===== src/rtl/ctlp_pkg.sv =====
// Shared constants, types and helpers of the calibration trigger and low-power control block
package ctlp_pkg;
	// ****************************************
	// Register offsets
	// ****************************************
	localparam logic [7:0] OFS_PIN_SETUP = 8'h6B;
	localparam logic [7:0] OFS_SOFT_TRIG = 8'h6C;
	localparam logic [7:0] OFS_LOW_POWER = 8'h6E;
	localparam logic [7:0] OFS_VEC_ACCESS = 8'h70;
	localparam logic [7:0] OFS_VEC_DATA = 8'h71;
	localparam logic [7:0] OFS_CAL_STATE = 8'h72;
	localparam logic [7:0] OFS_IRQ_STATUS = 8'h74;
	localparam logic [7:0] OFS_IRQ_MASK = 8'h75;

	// ****************************************
	// Reset values
	// ****************************************
	localparam logic [7:0] RST_PIN_SETUP = 8'h00;
	localparam logic [7:0] RST_SOFT_TRIG = 8'h01;
	localparam logic [7:0] RST_LOW_POWER = 8'h88;
	localparam logic [7:0] RST_VEC_ACCESS = 8'h00;
	localparam logic [7:0] RST_IRQ = 8'h00;

	// ****************************************
	// Field positions and codes
	// ****************************************
	localparam int POS_HW_SEL = 0;
	localparam int POS_STAT_SEL = 1;
	localparam int POS_SOFT_TRIG = 0;
	localparam int POS_LOWPOWER_CAL_ENABLE = 0;
	localparam int POS_TRIGGERED_SLEEP_MODE = 1;
	localparam int POS_WAKE = 3;
	localparam int POS_SLEEP = 5;
	localparam int POS_VEC_EN = 0;
	localparam logic [1:0] SEL_FOREGROUND_DONE = 2'h0;
	localparam logic [1:0] SEL_HALTED = 2'h1;
	localparam logic [1:0] SEL_ALARM = 2'h2;
	localparam logic [1:0] SEL_LOW = 2'h3;

	// ****************************************
	// Interrupt events
	// ****************************************
	localparam int IRQ_W = 4;
	localparam int EV_FOREGROUND_DONE = 0;
	localparam int EV_HALTED = 1;
	localparam int EV_VEC_DONE = 2;
	localparam int EV_VEC_REFUSED = 3;

	// ****************************************
	// Timing and sizes
	// ****************************************
	localparam int DLY_UNIT = 256;
	localparam int DLY_W = 42;
	localparam int EXP_MAX = 33;
	localparam int VEC_LEN = 673;
	localparam int IDX_W = 10;

	typedef enum logic [1:0] {LP_OFF, LP_SLEEP, LP_WAKE, LP_CAL} ctlp_lp_state_type;

	typedef struct packed {
		logic foreground_done;
		logic bg_halted;
		logic alarm;
	} ctlp_flags_type;

	typedef struct packed {
		logic [IDX_W-1:0] index;
		logic wr;
		logic rd;
		logic [7:0] wdata;
	} ctlp_vec_type;

	// Sleep code to exponent
	function automatic logic [5:0] sleep_exp(input logic [2:0] code);
		case (code)
			3'h0: sleep_exp = 6'h03;
			3'h1: sleep_exp = 6'h0F;
			3'h2: sleep_exp = 6'h12;
			3'h3: sleep_exp = 6'h15;
			3'h4: sleep_exp = 6'h18;
			3'h5: sleep_exp = 6'h1B;
			3'h6: sleep_exp = 6'h1E;
			default: sleep_exp = 6'h21;
		endcase
	endfunction

	// Wake code to exponent
	function automatic logic [5:0] wake_exp(input logic [1:0] code);
		case (code)
			2'h0: wake_exp = 6'h21;
			2'h1: wake_exp = 6'h12;
			2'h2: wake_exp = 6'h15;
			default: wake_exp = 6'h18;
		endcase
	endfunction
endpackage


===== src/rtl/ctlp_sync2.sv =====
// Two-stage synchroniser for a pin input
`timescale 1ns/10ps
module ctlp_sync2 #(
	parameter logic RST_VAL = 1'b1
) (
	input wire logic ref_clk,
	input wire logic arst_n,
	input wire logic async_in,
	output logic sync_out
);
	logic meta_q;

	// ****************************************
	// Synchroniser stages
	// ****************************************
	always_ff @(posedge ref_clk or negedge arst_n) begin
		if (!arst_n) begin
			meta_q <= RST_VAL;
			sync_out <= RST_VAL;
		end else begin
			meta_q <= async_in;
			sync_out <= meta_q;
		end
	end
endmodule


===== src/rtl/ctlp_delay_timer.sv =====
// Down-counter that pulses once a loaded number of cycles has passed
`timescale 1ns/10ps
module ctlp_delay_timer #(
	parameter int W = 42
) (
	input wire logic ref_clk,
	input wire logic arst_n,
	input wire logic start,
	input wire logic [W-1:0] load,
	output logic done
);
	logic [W-1:0] cnt_q;

	// ****************************************
	// Counter
	// ****************************************
	always_ff @(posedge ref_clk or negedge arst_n) begin
		if (!arst_n) begin
			cnt_q <= '0;
			done <= 1'b0;
		end else begin
			if (start) begin
				cnt_q <= load;
			end else if (cnt_q != '0) begin
				cnt_q <= cnt_q - 1'b1;
			end
			done <= !start && (cnt_q == {{(W-1){1'b0}}, 1'b1});
		end
	end
endmodule


===== src/rtl/ctlp_cal_trigger_lowpower_ctrl.sv =====
// Calibration trigger, status pin, low-power cycling and vector access control
//
// Functional notes
// - Status select routes done, halted, alarm, or low
// - Select zero: software bit drives trigger
// - Select one: trigger pin drives trigger
// - Writable software trigger bit resets to one
// - Sleep code sets (2^k+1)x256 sleep time
// - Wake code sets (2^k+1)x256 settle time
// - Triggered mode: wake only while trigger low
// - Autonomous mode: sleep time from code only
// - Low-power cycling needs enable and background
// - Vector port works only with access enabled
// - Full vector set takes 673 accesses
// - Foreground done flag feeds status pin
`timescale 1ns/10ps
module ctlp_cal_trigger_lowpower_ctrl
	import ctlp_pkg::*;
#(
	parameter int UNIT = DLY_UNIT,
	parameter int EXP_CAP = EXP_MAX,
	parameter int VLEN = VEC_LEN
) (
	input wire logic ref_clk,
	input wire logic arst_n,
	input wire logic [7:0] addr,
	input wire logic [7:0] wr_data,
	input wire logic wr_en,
	input wire logic rd_en,
	output logic [7:0] rd_data,
	input wire logic cal_trigger_pin,
	output logic cal_status_pin,
	input wire ctlp_flags_type cal_flags,
	input wire logic background_cal_enable,
	input wire logic adc_cal_done,
	output logic cal_trigger,
	output logic adc_sleep,
	output logic adc_cal_start,
	input wire logic [7:0] vec_rdata,
	output logic [IDX_W-1:0] vec_cursor,
	output ctlp_vec_type vec_access,
	output logic irq
);
	logic [7:0] pin_setup_q;
	logic [7:0] soft_trig_q;
	logic [7:0] low_power_q;
	logic [7:0] vec_access_q;
	logic [IRQ_W-1:0] irq_status_q;
	logic [IRQ_W-1:0] irq_mask_q;
	logic [IRQ_W-1:0] events;
	ctlp_flags_type flags_prev_q;
	ctlp_lp_state_type state_q;
	logic trig_sync;
	logic slp_start_q;
	logic wk_start_q;
	logic slp_done;
	logic wk_done;
	logic active;
	logic trig_mode;
	logic hw_trigger_select;
	logic vec_en;
	logic vec_hit;
	logic vec_last;
	logic [1:0] status_sel;

	// Delay in cycles for an exponent, capped for short simulations
	function automatic logic [DLY_W-1:0] dly_cycles(input logic [5:0] e);
		logic [5:0] ec;
		ec = (e > 6'(EXP_CAP)) ? 6'(EXP_CAP) : e;
		dly_cycles = ((DLY_W'(1) << ec) + DLY_W'(1)) * DLY_W'(UNIT);
	endfunction

	assign hw_trigger_select = pin_setup_q[POS_HW_SEL];
	assign status_sel = pin_setup_q[POS_STAT_SEL +: 2];
	assign trig_mode = low_power_q[POS_TRIGGERED_SLEEP_MODE];
	assign vec_en = vec_access_q[POS_VEC_EN];
	assign vec_hit = (addr == OFS_VEC_DATA) && (wr_en || rd_en);
	assign vec_last = vec_cursor == IDX_W'(VLEN - 1);

	// ****************************************
	// Pin synchroniser and delay timers
	// ****************************************
	ctlp_sync2 #(
		.RST_VAL(1'b1)
	) u_trig_sync (
		.ref_clk(ref_clk),
		.arst_n(arst_n),
		.async_in(cal_trigger_pin),
		.sync_out(trig_sync)
	);

	ctlp_delay_timer #(
		.W(DLY_W)
	) u_sleep_timer (
		.ref_clk(ref_clk),
		.arst_n(arst_n),
		.start(slp_start_q),
		.load(dly_cycles(sleep_exp(low_power_q[POS_SLEEP +: 3]))),
		.done(slp_done)
	);

	ctlp_delay_timer #(
		.W(DLY_W)
	) u_wake_timer (
		.ref_clk(ref_clk),
		.arst_n(arst_n),
		.start(wk_start_q),
		.load(dly_cycles(wake_exp(low_power_q[POS_WAKE +: 2]))),
		.done(wk_done)
	);

	// ****************************************
	// Configuration registers
	// ****************************************
	// pin setup, software trigger, low power, vector access and irq mask registers
	always_ff @(posedge ref_clk or negedge arst_n) begin
		if (!arst_n) begin
			pin_setup_q <= RST_PIN_SETUP;
			soft_trig_q <= RST_SOFT_TRIG;
			low_power_q <= RST_LOW_POWER;
			vec_access_q <= RST_VEC_ACCESS;
			irq_mask_q <= IRQ_W'(RST_IRQ);
		end else if (wr_en) begin
			if (addr == OFS_PIN_SETUP) begin
				pin_setup_q <= wr_data;
			end else if (addr == OFS_SOFT_TRIG) begin
				soft_trig_q <= wr_data;
			end else if (addr == OFS_LOW_POWER) begin
				low_power_q <= wr_data;
			end else if (addr == OFS_VEC_ACCESS) begin
				vec_access_q <= wr_data;
			end else if (addr == OFS_IRQ_MASK) begin
				irq_mask_q <= wr_data[IRQ_W-1:0];
			end
		end
	end

	// ****************************************
	// Read data
	// ****************************************
	always_ff @(posedge ref_clk or negedge arst_n) begin
		if (!arst_n) begin
			rd_data <= 8'h00;
		end else if (rd_en) begin
			if (addr == OFS_PIN_SETUP) begin
				rd_data <= pin_setup_q;
			end else if (addr == OFS_SOFT_TRIG) begin
				rd_data <= soft_trig_q;
			end else if (addr == OFS_LOW_POWER) begin
				rd_data <= low_power_q;
			end else if (addr == OFS_VEC_ACCESS) begin
				rd_data <= vec_access_q;
			end else if (addr == OFS_VEC_DATA) begin
				rd_data <= vec_en ? vec_rdata : 8'h00;
			end else if (addr == OFS_CAL_STATE) begin
				rd_data <= {2'h0, state_q, adc_sleep, cal_flags};
			end else if (addr == OFS_IRQ_STATUS) begin
				rd_data <= 8'(irq_status_q);
			end else if (addr == OFS_IRQ_MASK) begin
				rd_data <= 8'(irq_mask_q);
			end else begin
				rd_data <= 8'h00;
			end
		end else begin
			rd_data <= 8'h00;
		end
	end

	// ****************************************
	// Trigger source and status pin
	// ****************************************
	// registered select, no glitches
	always_ff @(posedge ref_clk or negedge arst_n) begin
		if (!arst_n) begin
			cal_trigger <= 1'b1;
			cal_status_pin <= 1'b0;
		end else begin
			// software bit when select is zero
			cal_trigger <= hw_trigger_select ? trig_sync : soft_trig_q[POS_SOFT_TRIG];
			case (status_sel)
				SEL_FOREGROUND_DONE: cal_status_pin <= cal_flags.foreground_done;
				SEL_HALTED: cal_status_pin <= cal_flags.bg_halted;
				SEL_ALARM: cal_status_pin <= cal_flags.alarm;
				default: cal_status_pin <= 1'b0;
			endcase
		end
	end

	// ****************************************
	// Low-power sleep and wake cycling
	// ****************************************
	// both enables needed
	assign active = low_power_q[POS_LOWPOWER_CAL_ENABLE] && background_cal_enable;

	always_ff @(posedge ref_clk or negedge arst_n) begin
		if (!arst_n) begin
			state_q <= LP_OFF;
			slp_start_q <= 1'b0;
			wk_start_q <= 1'b0;
			adc_cal_start <= 1'b0;
		end else begin
			slp_start_q <= 1'b0;
			wk_start_q <= 1'b0;
			adc_cal_start <= 1'b0;
			case (state_q)
				LP_OFF: begin
					if (active) begin
						state_q <= LP_SLEEP;
						slp_start_q <= !trig_mode;
					end
				end
				LP_SLEEP: begin
					if (!active) begin
						state_q <= LP_OFF;
					end else if (trig_mode ? !cal_trigger : slp_done) begin
						state_q <= LP_WAKE;
						wk_start_q <= 1'b1;
					end
				end
				LP_WAKE: begin
					if (!active) begin
						state_q <= LP_OFF;
					end else if (wk_done) begin
						state_q <= LP_CAL;
						adc_cal_start <= 1'b1;
					end
				end
				default: begin
					if (!active) begin
						state_q <= LP_OFF;
					end else if (adc_cal_done) begin
						state_q <= LP_SLEEP;
						slp_start_q <= !trig_mode;
					end
				end
			endcase
		end
	end

	always_ff @(posedge ref_clk or negedge arst_n) begin
		if (!arst_n) begin
			adc_sleep <= 1'b0;
		end else begin
			adc_sleep <= state_q == LP_SLEEP;
		end
	end

	// ****************************************
	// Calibration vector port
	// ****************************************
	always_ff @(posedge ref_clk or negedge arst_n) begin
		if (!arst_n) begin
			vec_cursor <= '0;
			vec_access <= '0;
		end else begin
			vec_access.wr <= 1'b0;
			vec_access.rd <= 1'b0;
			if (!vec_en) begin
				vec_cursor <= '0;
			end else if (vec_hit) begin
				vec_access.index <= vec_cursor;
				vec_access.wr <= wr_en;
				vec_access.rd <= rd_en;
				vec_access.wdata <= wr_data;
				vec_cursor <= vec_last ? '0 : vec_cursor + 1'b1;
			end
		end
	end

	// ****************************************
	// Interrupts
	// ****************************************
	always_comb begin
		events = '0;
		events[EV_FOREGROUND_DONE] = cal_flags.foreground_done && !flags_prev_q.foreground_done;
		events[EV_HALTED] = cal_flags.bg_halted && !flags_prev_q.bg_halted;
		events[EV_VEC_DONE] = vec_en && vec_hit && vec_last;
		events[EV_VEC_REFUSED] = !vec_en && vec_hit;
	end

	// Set wins over write-one-to-clear
	always_ff @(posedge ref_clk or negedge arst_n) begin
		if (!arst_n) begin
			flags_prev_q <= '0;
			irq_status_q <= '0;
			irq <= 1'b0;
		end else begin
			flags_prev_q <= cal_flags;
			if (wr_en && addr == OFS_IRQ_STATUS) begin
				irq_status_q <= (irq_status_q & ~wr_data[IRQ_W-1:0]) | events;
			end else begin
				irq_status_q <= irq_status_q | events;
			end
			irq <= |(irq_status_q & irq_mask_q);
		end
	end
endmodule


===== config.mk =====
export PLATFORM = sky130hd
export DESIGN_NAME = ctlp_cal_trigger_lowpower_ctrl
export DESIGN_NICKNAME = d
export VERILOG_FILES = /design/src/rtl/ctlp_pkg.sv /design/src/rtl/ctlp_sync2.sv /design/src/rtl/ctlp_delay_timer.sv /design/src/rtl/ctlp_cal_trigger_lowpower_ctrl.sv
export SDC_FILE = /design/constraint.sdc
export NUM_CORES = 1
export LEC_CHECK = 0
export BUFFER_PORTS_ARGS = -buffer_cell sky130_fd_sc_hd__buf_2
export CAP_MARGIN = 40
export CORE_AREA = 3 3 214 153
export CTS_CLUSTER_SIZE = 10
export DETAILED_ROUTE_END_ITERATION = 12
export DIE_AREA = 0 0 217 156
export GPL_TIMING_DRIVEN = 0
export PLACE_DENSITY = 0.41
export SLEW_MARGIN = 10
export SYNTH_ARGS = -nofsm -noshare
export SYNTH_HDL_FRONTEND = slang
export SYNTH_SLANG_ARGS = --single-unit

===== constraint.sdc =====
create_clock -name ref_clk -period 3.7 [get_ports ref_clk]
set_clock_uncertainty 0.15 [all_clocks]
set_input_delay 0.37 -clock ref_clk [delete_from_list [all_inputs] [get_ports ref_clk]]
set_output_delay 0.37 -clock ref_clk [all_outputs]
set_load 0.02 [all_outputs]

==> results of run 1 <==
## worst reg2reg max path: cells and delay by family, from the launching register on
kind	cells	cell delay, ns
xor+xnor	1	0.15
fa+ha+maj	1	0.21
buf+inv	4	0.88
flops	1	0.42
simple gates	5	1.43
## layer usage
metal  track usage (%)  share of wire (%)  routed length (um)  vias to the layer above
li1                  -                  -                   -                     3439
met1              25.9                 55               14300                     3475
met2              21.3                 40               10300                      147
met3              3.64                4.3                1110                        6
met4              2.73               0.54                 140                        0
met5                 0                  0                   0                        -
## per-stage QoR
step | hold slack, ns | power [mW] | setup slack, ns
after floorplan | -0.0756 | 2.48 | 0.905
after global placement | 0.197 | 2.67 | -1.17
after detailed placement | 0.154 | 2.67 | 0.183
after CTS | 0.0428 | 4.53 | 0.165
after global routing | 0.0605 | 4.70 | 0.0458
final | 0.0757 | 4.46 | 0.320
## registers in the layout, summed over array words and instances, names as in the netlist, 2 cells and up
name and count:
irq_mask_q 4, low_power_q 8, vec_access 20, irq_status_q 4
vec_access_q 8, state_q 2, soft_trig_q 8, pin_setup_q 8
u_sleep_timer.cnt_q 42, rd_data 8, flags_prev_q 2, u_wake_timer.cnt_q 42
vec_cursor 10
## final timing paths
check                      slack, ns                   from  cells after the start                endpoint
setup / recovery                0.32  u_wake_timer.cnt_q[0]                     11  u_wake_timer.cnt_q[13]
hold / removal                  0.08           cal_flags[0]                      3          cal_status_pin
setup reg to reg                0.32  u_wake_timer.cnt_q[0]                     11  u_wake_timer.cnt_q[13]
hold reg to reg                 0.21     u_trig_sync.meta_q                      0    u_trig_sync.sync_out
max in group asynchronous       2.10                 arst_n                      4          low_power_q[3]
min in group asynchronous       0.26                 arst_n                      2  u_wake_timer.cnt_q[19]
## power by group
part           switching [mW]  total, mW  internal [mW]
Clock                   0.860       1.82          0.961
Sequential              0.135       2.19           2.05
Combinational           0.269      0.454          0.184
Total                    1.26       4.46           3.20
## area by class of cell
| class | instances | area [sq um] | share of cell area, % |
|---|---|---|---|
| plain buffers | 41 | 160 | 1.52 |
| clock buffers | 19 | 443 | 4.21 |
| clock inverters | 13 | 128 | 1.21 |
| well taps | 420 | 526 | 5.00 |
| repair buffers | 84 | 500 | 4.76 |
| multi-input cells | 652 | 4250 | 40.4 |
| inverters | 21 | 78.8 | 0.749 |
| flip-flops and latches | 177 | 4440 | 42.2 |
## logic make-up (layout without fill, tap and decap cells)
group           Yosys count  in the layout  synth area share (%)
simple gates            383            383                  23.2
flops                   177            177                  49.9
compound gates          134            134                  9.27
xor+xnor                 64             64                  6.31
buf+inv                  62            178                  2.69
mux                      55             55                  6.83
fa+ha+maj                12             12                  1.69
other cells               1              4                0.0422
## what timing repair did
item | CTS | global route
hold buffers | 4 | 0
resized for setup | 0 | 2
endpoints found under the setup margin | 0 | 11
endpoints found under the hold margin | 50 | 0
## cells in the final DEF (no fill, tap or decap), drive strengths merged, types with 5 or more instances in the layout
master  instances
nor2b           5
or3            23
nand2          52
nor4           47
nand2b          8
a21oi          36
nor2          101
inv            26
mux2i          10
or4            12
o21ai          52
nand4          12
mux2           45
buf            86
dfrtp         171
nor4b           8
nand3b         11
xor2           18
dfstp           6
clkbuf         54
xnor2          46
nand3          25
ha             12
and3           11
nor3           50
clkinv          6
==> impl_metrics.json, run 1 <==
{
  "layoutNonFillerInstCount": 1427,
  "rsz0062_at_grt": "false",
  "synth-async-reset-ratio_pct": 100,
  "yosys_warnings": 0,
  "syn_inst": 888,
  "min_period_ns": 3.38,
  "drc": 0,
  "fin_crit_sh_pct": 91.4,
  "htreeDepth": 4,
  "via_count": 7067,
  "viasPerCell": 4.95,
  "cts_setup_buffers": 0,
  "num_io_pins": 77,
  "worstMarginPinSlew_ns": 0.956,
  "post_drt_wl_per_cell_um": 18.2,
  "powerDensity_nw_per_um2": 424,
  "yosys-top-cells-area": "dfrtp_1, mux2_2, xnor2_1",
  "antenna_found_initial": 0,
  "fin_area_sq_um": 10500,
  "nFillCells": 3309,
  "path_cells": "inv_1 > ha_1 > or4b_1 > clkbuf_1 > or4_1 > clkbuf_1 > nor4_2 > buf_2 > nor4_1 > xnor2_1 > nor2_1",
  "crit_required_ns": 3.85,
  "insertedDiodeCount": 0,
  "setup_tns_ns": 0,
  "globalplace.congestion": 0.775,
  "endpoint_kind": "flip-flop",
  "grt_pass1_wl_um": 41900,
  "die_h_um": 156,
  "area_growth_pct": 18.4,
  "ys_seq_area_share_pct": 49.9,
  "worstPathArrival_ns": 3.53,
  "leakage_nw": 4.81,
  "critPathMaxFanout": 10,
  "place_area_sq_um": 9890,
  "insertion_delay_ns": 0.44,
  "finish.utilization_pct": 34.0,
  "cpMostUsedCell": "clkbuf_1",
  "cts_num_sinks": 177,
  "clock.fmax_mhz": 296,
  "die_w_um": 217,
  "drt_pass1_iterations": 5,
  "peakVddDrop_v": 0.000241,
  "root_buffer": "clkbuf_16",
  "drtIter0Drc": 411,
  "grt_usage_pct": 15.9,
  "critPathTopFamily": "simple AND/OR/NAND/NOR gates",
  "synth_top_cells_by_count": "dfrtp_1, nor2_1, nand2_1",
  "status": "completed",
  "cap_violations": 0,
  "first_global_vias": 6883,
  "wl_um": 25900,
  "hold_viol_final": 0,
  "numPortBuffers": 75,
  "ant_nets": 0,
  "clk_path_buf_depth": 2,
  "worstSetupStartpointType": "flip-flop",
  "cpPeakStageDelay_ns": 0.43,
  "crit_buf_inv": 4,
  "hold_path.class": "in2reg",
  "cts_tree": "built",
  "synth_area_per_cell_sq_um": 10.0,
  "dieArea_sq_um": 33900,
  "path_class": "reg2reg",
  "fp.coreArea_sq_um": 30900,
  "drive_gt1_share_pct": 18.1,
  "placed_cells": 1391,
  "synthDistinctLibCells": 68,
  "slowest_stage": "or4b_1",
  "rows": 54,
  "dpl.hpwl_um": 18600,
  "initial_core_util_pct": 28.7,
  "synth_seq_cells": 177,
  "grt_max_degree": 70,
  "synth_ff_type": "dfrtp_1",
  "finalSetupViolCount": 0,
  "cts_made_buffers": 17,
  "synth.most_common_cell": "dfrtp_1",
  "drv_slew": 0,
  "clk_pin_slew_ns": 0.08,
  "slew_headroom_pct": 35.9,
  "synth_area_sq_um": 8880,
  "grt.overflow.total": 0,
  "synth_top_area_share_pct": 48.2,
  "synth_edf_count": 0,
  "num-nets-final": 1040,
  "synth.largest_area_cell": "dfrtp_1"
}
No activity file was read; power rests on OpenSTA's default activity.
==> run 2, diff against run 1 <==
Settings changed: ABC_AREA set to 1, CORE_AREA 3 3 214 153 to 3 3 222 159, DIE_AREA 0 0 217 156 to 0 0 225 162.
==> run 2 against run 1 <==
Hold slack improved by 0.011 ns. Synthesized cell count up 45%. Core utilization down 0.18 points. Total power grew 30%. Critical path depth shrank 1. Clock power is 6% higher. Count of clock-buffer cells in the layout decreased by 1. Sequential cell count is the same. Sequential power increased by 18%. Fmax rose by 32%. Via count is 18% higher. Critical path type unchanged. Critical endpoint is now u_wake_timer.cnt_q[23]. Largest power group unchanged.
==> impl_metrics.json, run 2 <==
{
  "first_global_vias": 8285,
  "fin_crit_sh_pct": 69.0,
  "hold_start": "cal_flags[0]",
  "grt_usage_pct": 16.8,
  "drive_gt1_share_pct": 11.9,
  "htreeDepth": 4,
  "p_comb_share_pct": 22.3,
  "r2r-start": "u_wake_timer.cnt_q[0]",
  "insertion_delay_ns": 0.45,
  "crit_required_ns": 3.88,
  "r2r_end": "u_wake_timer.cnt_q[23]",
  "nFillCells": 3573,
  "dpl.hpwl_um": 22300,
  "antenna_found_initial": 2,
  "grt.overflow.total": 0,
  "cts_num_sinks": 177,
  "yosys-top-cells-area": "dfrtp_1, nand2_1, nor2_1",
  "path_class": "reg2reg",
  "initial_core_util_pct": 28.9,
  "seq_area_sq_um": 4440,
  "drt_pass1_iterations": 5,
  "critPathMaxFanout": 10,
  "peakVddDrop_v": 0.000269,
  "pwr-share-clk_pct": 33.1,
  "min_period_ns": 2.55,
  "grt_max_degree": 100,
  "synth_edf_count": 0,
  "post_cts_resized": 0,
  "rrSetupSlack_ns": 1.15,
  "synth_seq_cells": 177,
  "die_w_um": 225,
  "globalplace.congestion": 0.870,
  "slew_headroom_pct": 45.2,
  "rows": 56,
  "hold_path.class": "in2reg",
  "grt_pass1_wl_um": 47600,
  "yosys_warnings": 0,
  "synth_ff_type": "dfrtp_1",
  "synth_area_sq_um": 9630,
  "hold_depth": 3,
  "fin_ws_ns": 1.15,
  "numPortBuffers": 76,
  "final_cell_mix": "nand2_1, nor2_1, dfrtp_1",
  "synth-async-reset-ratio_pct": 100,
  "reg.largest.list": "u_sleep_timer.cnt_q: 42 flops, u_wake_timer.cnt_q: 42 flops, vec_access: 20 flops",
  "multi_input_area_sq_um": 4540,
  "rsz0062_at_grt": "false",
  "finalSetupViolCount": 0,
  "switchingPower_mw": 2.06,
  "fp.coreArea_sq_um": 33300,
  "drc": 0,
  "worstMarginPinSlew_ns": 0.815,
  "ant_nets": 0,
  "post_drt_wl_per_cell_um": 16.0,
  "num-nets-final": 1440,
  "worstSetupStartpointType": "flip-flop",
  "powerDensity_nw_per_um2": 517,
  "die_h_um": 162,
  "drv_slew": 0,
  "slowest_stage": "dfrtp_1",
  "drtIter0Drc": 513,
  "clk_pin_slew_ns": 0.08,
  "power_mw": 5.81,
  "ys_seq_area_share_pct": 46.1,
  "via_count": 8330,
  "p_seq_share_pct": 44.6,
  "synth_top_area_share_pct": 44.4,
  "viasPerCell": 4.52,
  "wl_um": 29500,
  "clock.fmax_mhz": 392,
  "synth.largest_area_cell": "dfrtp_1",
  "hold_end": "cal_status_pin",
  "cap_violations": 0,
  "synth_top_cells_by_count": "nand2_1, nor2_1, dfrtp_1",
  "area_growth_pct": 16.9,
  "num_io_pins": 77,
  "synthDistinctLibCells": 41,
  "synth.most_common_cell": "nand2_1",
  "path_cells": "inv_1 > ha_1 > nand2_2 > nor2_4 > nand2_1 > nor2_1 > nand2_2 > nor2_8 > buf_6 > nor2_1",
  "insertedDiodeCount": 0,
  "synth_area_per_cell_sq_um": 7.46,
  "cpPeakStageDelay_ns": 0.46,
  "worstPathArrival_ns": 2.73,
  "hold_viol_final": 0,
  "clk_path_buf_depth": 2,
  "dieArea_sq_um": 36500,
  "internal-power_mw": 3.75,
  "status": "completed",
  "leakage_nw": 5.62,
  "endpoint_kind": "flip-flop",
  "syn_inst": 1291,
  "p_sw_share_pct": 35.4,
  "reg2reg_depth": 10,
  "root_buffer": "clkbuf_16",
  "cts_made_buffers": 17,
  "final_common_cell": "nand2_1",
  "cts_tree": "built",
  "dp_slack_ns": 1.20
}
==> run 2: cell count changes after synthesis, moves of 23 or more <==
| cell | delta |
|---|---|
| nand2_1 | +292 |
| nor2_1 | +137 |
| inv_1 | +111 |
| nand3_1 | +58 |
| mux2_2 | -45 |
| nor4_1 | -39 |
| nor3_1 | -36 |
| o21ai_0 | +35 |
| clkbuf_1 | -26 |
| or3_1 | -23 |
==> run 2: cells by family (layout without fill, tap and decap cells) <==
kind of cell	Yosys count	after routing	synth area share [%]
buf+inv	167	280	6.86
xor+xnor	62	62	5.64
compound gates	133	133	7.47
flops	177	177	46.1
simple gates	739	739	32.4
fa+ha+maj	12	12	1.56
other cells	1	4	0.0389
==> run 2: worst max-delay path by stage <==
| stage | startpoint | endpoint | slack, ns |
|---|---|---|---|
| after CTS | u_wake_timer.cnt_q[0] | u_wake_timer.cnt_q[23] | 1.19 |
| after global routing | u_wake_timer.cnt_q[0] | u_wake_timer.cnt_q[22] | 0.96 |
| final | u_wake_timer.cnt_q[0] | u_wake_timer.cnt_q[23] | 1.15 |
| after floorplan | u_sleep_timer.cnt_q[0] | u_sleep_timer.cnt_q[8] | 1.72 |
| after global placement | arst_n | pin_setup_q[0] | -1.18 |
| after detailed placement | u_wake_timer.cnt_q[0] | u_wake_timer.cnt_q[20] | 1.20 |
==> run 2: through the flow <==
| stage | hold WS (ns) | util (%) | setup TNS (ns) | cells | cell area, sq um |
|---|---|---|---|---|---|
| floorplan | -0.0756 | - | 0 | 1294 | 9640 |
| global placement | 0.196 | 31.7 | -196.32 | 1805 | 10600 |
| detailed placement | 0.199 | 31.9 | 0 | 1806 | 10600 |
| CTS | 0.0538 | 33.8 | 0 | 1842 | 11300 |
| global route | 0.0924 | 33.8 | 0 | 1842 | 11300 |
| finish | 0.0871 | 33.8 | 0 | 1842 | 11300 |
==> run 2: timing repair <==
| action | CTS | global route |
|---|---|---|
| endpoints found under the hold margin | 81 | 0 |
| setup buffers | 0 | 0 |
| hold buffers | 4 | 0 |
==> run 2: final cells by class <==
type / count / share of cell area, %
Multi-Input combinational cell: 950 / 40.4
Sequential cell: 177 / 39.4
Tap cell: 435 / 4.84
Inverter: 142 / 4.74
Timing Repair Buffer: 81 / 4.07
Clock buffer: 18 / 3.81
Clock inverter: 14 / 1.62
Buffer: 25 / 1.13
==> run 2: routing by layer <==
layer	vias up	GRT usage, %	routed length [um]
met1	3886	27.0	16500
met3	15	3.63	1240
met5	-	0	34
li1	4283	-	-
met4	4	2.34	166
met2	142	23.3	11600
==> run 2: critical path: cells and delay by family (launching register included) <==
kind / cells / cell delay, ns
adder cells (fa/ha/maj): 1 / 0.38
flip-flops: 1 / 0.46
AND/OR/NAND/NOR: 7 / 0.99
buffers and inverters: 2 / 0.44
==> run 2: power by group through the flow <==
stage | Combinational [mW] | Sequential (mW) | Clock (mW)
6_report | 1.30 | 2.59 | 1.93
3_3_place_gp | 1.29 | 2.62 | 0
4_1_cts | 1.30 | 2.58 | 1.98
3_5_place_dp | 1.29 | 2.61 | 0
2_1_floorplan | 0.958 | 2.51 | 0
5_1_grt | 1.51 | 2.64 | 2.06
==> run 3, diff against run 2 <==
Settings changed: ABC_AREA 1 to 0, CORE_AREA 3 3 222 159 to 3 3 214 153, DIE_AREA 0 0 225 162 to 0 0 217 156.
Clock period 3.7 ns to 2.4 ns, I/O delays scaled along.
==> run 3 against run 2 <==
The flow now finishes with violations (setup timing). First-iteration DRC count up 17%. Routed wire length decreased by 5.2%. Fmax shrank 8.6%. Clock power increased by 42%. Final area grew 9.8%. Register-to-register slack worse by 1.5 ns. Sequential share of layout area fell by 3.5 points.
==> impl_metrics.json, run 3 (synthesis results as in run 1) <==
{
  "rrSetupSlack_ns": -0.39,
  "crit_buf_inv": 4,
  "ant_nets": 0,
  "hold_path.class": "in2reg",
  "seq_area_sq_um": 4440,
  "critPathTopFamily": "simple AND/OR/NAND/NOR gates",
  "p_sw_share_pct": 28.4,
  "switchingPower_mw": 2.00,
  "cpMostUsedCell": "buf_6",
  "reg2reg_depth": 11,
  "cts_num_sinks": 177,
  "hold_viol_final": 0,
  "viasPerCell": 4.94,
  "cpPeakStageDelay_ns": 0.53,
  "status": "finished with violations",
  "drive_gt1_share_pct": 35.4,
  "clock.fmax_mhz": 358,
  "globalplace.congestion": 0.847,
  "pwr-share-clk_pct": 39.0,
  "die_w_um": 217,
  "worstMarginPinSlew_ns": 0.782,
  "grt_usage_pct": 16.9,
  "num-nets-final": 1128,
  "r2r-start": "u_wake_timer.cnt_q[1]",
  "hold_end": "rd_data[5]",
  "reg.largest.list": "u_sleep_timer.cnt_q: 42 flops, u_wake_timer.cnt_q: 42 flops, vec_access: 20 flops",
  "initial_core_util_pct": 28.7,
  "clk_path_buf_depth": 2,
  "power_mw": 7.03,
  "grt_max_degree": 66,
  "cts_made_buffers": 17,
  "endpoint_kind": "flip-flop",
  "drc": 0,
  "die_h_um": 156,
  "fp.coreArea_sq_um": 30900,
  "path_cells": "inv_2 > ha_4 > or4b_4 > or4_4 > buf_4 > buf_6 > a31oi_4 > buf_6 > nand3_2 > xor2_1 > nor2_1",
  "internal-power_mw": 5.03,
  "r2r_end": "u_wake_timer.cnt_q[24]",
  "root_buffer": "clkbuf_16",
  "area_growth_pct": 39.1,
  "p_seq_share_pct": 48.8,
  "via_count": 7491,
  "leakage_nw": 5.45,
  "antenna_found_initial": 0,
  "insertedDiodeCount": 0,
  "violations": "setup timing",
  "drtIter0Drc": 598,
  "nFillCells": 3130,
  "rsz0062_at_grt": "true",
  "critPathMaxFanout": 5,
  "dpl.hpwl_um": 18600,
  "htreeDepth": 4,
  "crit_required_ns": 2.56,
  "layoutNonFillerInstCount": 1515,
  "path_class": "reg2reg",
  "multi_input_area_sq_um": 5130,
  "peakVddDrop_v": 0.000338,
  "fin_ws_ns": -0.392,
  "rows": 54,
  "fin_crit_sh_pct": 116,
  "placed_cells": 1392,
  "clk_pin_slew_ns": 0.07,
  "worstPathArrival_ns": 2.95,
  "cap_violations": 0,
  "slowest_stage": "or4_4",
  "drv_slew": 0,
  "final_common_cell": "dfrtp_1",
  "p_comb_share_pct": 12.3,
  "wl_um": 27900,
  "grt.overflow.total": 0,
  "finalSetupViolCount": 79,
  "cts_tree": "built",
  "min_period_ns": 2.79,
  "insertion_delay_ns": 0.44,
  "drt_pass1_iterations": 5,
  "num_io_pins": 77,
  "hold_start": "vec_rdata[5]",
  "first_global_vias": 7364,
  "dieArea_sq_um": 33900,
  "numPortBuffers": 75,
  "hold_depth": 3,
  "worstSetupStartpointType": "flip-flop",
  "grt_pass1_wl_um": 44700,
  "final_cell_mix": "dfrtp_1, nor2_1, buf_2",
  "hold_ws_ns": 0.0335,
  "powerDensity_nw_per_um2": 569,
  "post_drt_wl_per_cell_um": 18.4,
  "slew_headroom_pct": 47.6
}
-- run 3: through the flow --
step | TNS [ns] | setup slack (ns) | utilization (%) | cell area [sq um]
after floorplan | -7.07 | -0.310 | - | 9100
after global placement | -492.97 | -2.34 | 32.3 | 10000
after detailed placement | -67.87 | -0.795 | 32.6 | 10100
after CTS | -23.16 | -0.416 | 39.1 | 12100
after global routing | -25.06 | -0.484 | 39.9 | 12400
final | -17.59 | -0.392 | 39.9 | 12400
-- run 3: final cells by class --
cell class / count / share of cell area (%)
clock inverters: 11 / 0.860
repair buffers: 179 / 11.3
plain buffers: 34 / 1.78
inverters: 21 / 0.638
well taps: 420 / 4.25
flip-flops and latches: 177 / 35.9
multi-input cells: 652 / 41.5
clock buffers: 21 / 3.73
-- run 3: how the worst max path moves through the flow --
stage                               start                endpoint  slack [ns]  cells past startpoint
finish              u_wake_timer.cnt_q[1]  u_wake_timer.cnt_q[24]       -0.39                     11
global route        u_wake_timer.cnt_q[1]  u_wake_timer.cnt_q[25]       -0.48                     10
CTS                 u_wake_timer.cnt_q[0]  u_wake_timer.cnt_q[25]       -0.42                     12
detailed placement  u_wake_timer.cnt_q[0]  u_wake_timer.cnt_q[39]       -0.79                     10
global placement                   arst_n           vec_access[6]       -2.34                      1
floorplan           u_wake_timer.cnt_q[7]  u_wake_timer.cnt_q[41]       -0.31                      8
-- run 3: timing repair --
| action | CTS | global route |
|---|---|---|
| gates resized for setup | 159 | 57 |
| hold endpoints to repair | 100 | 0 |
| hold buffers | 16 | 0 |
| pin swaps | 75 | 57 |
| buffers inserted | 64 | 21 |
| endpoints found under the setup margin | 103 | 93 |
| gates cloned | 4 | 0 |
-- run 3: power by group through the flow --
stage               clock (mW)  combinational (mW)  sequential [mW]
detailed placement           0               0.711             3.44
global route              2.96               0.963             3.46
finish                    2.74               0.862             3.43
floorplan                    0               0.448             3.39
global placement             0               0.696             3.45
CTS                       2.83               0.844             3.42
-- run 3: layer usage --
metal	GRT usage (%)	part of all wire (%)
met2	22.5	41
met5	0	0
met1	27.2	54
met4	3.97	0.95
met3	3.78	3.8
-- run 3: tightest hold or removal path, delay by kind of cell --
kind / cells / cell delay, ns
and+or+nand+nor: 1 / 0.11
buffers and inverters: 1 / 0.11
AOI/OAI and AO/OA: 1 / 0.11
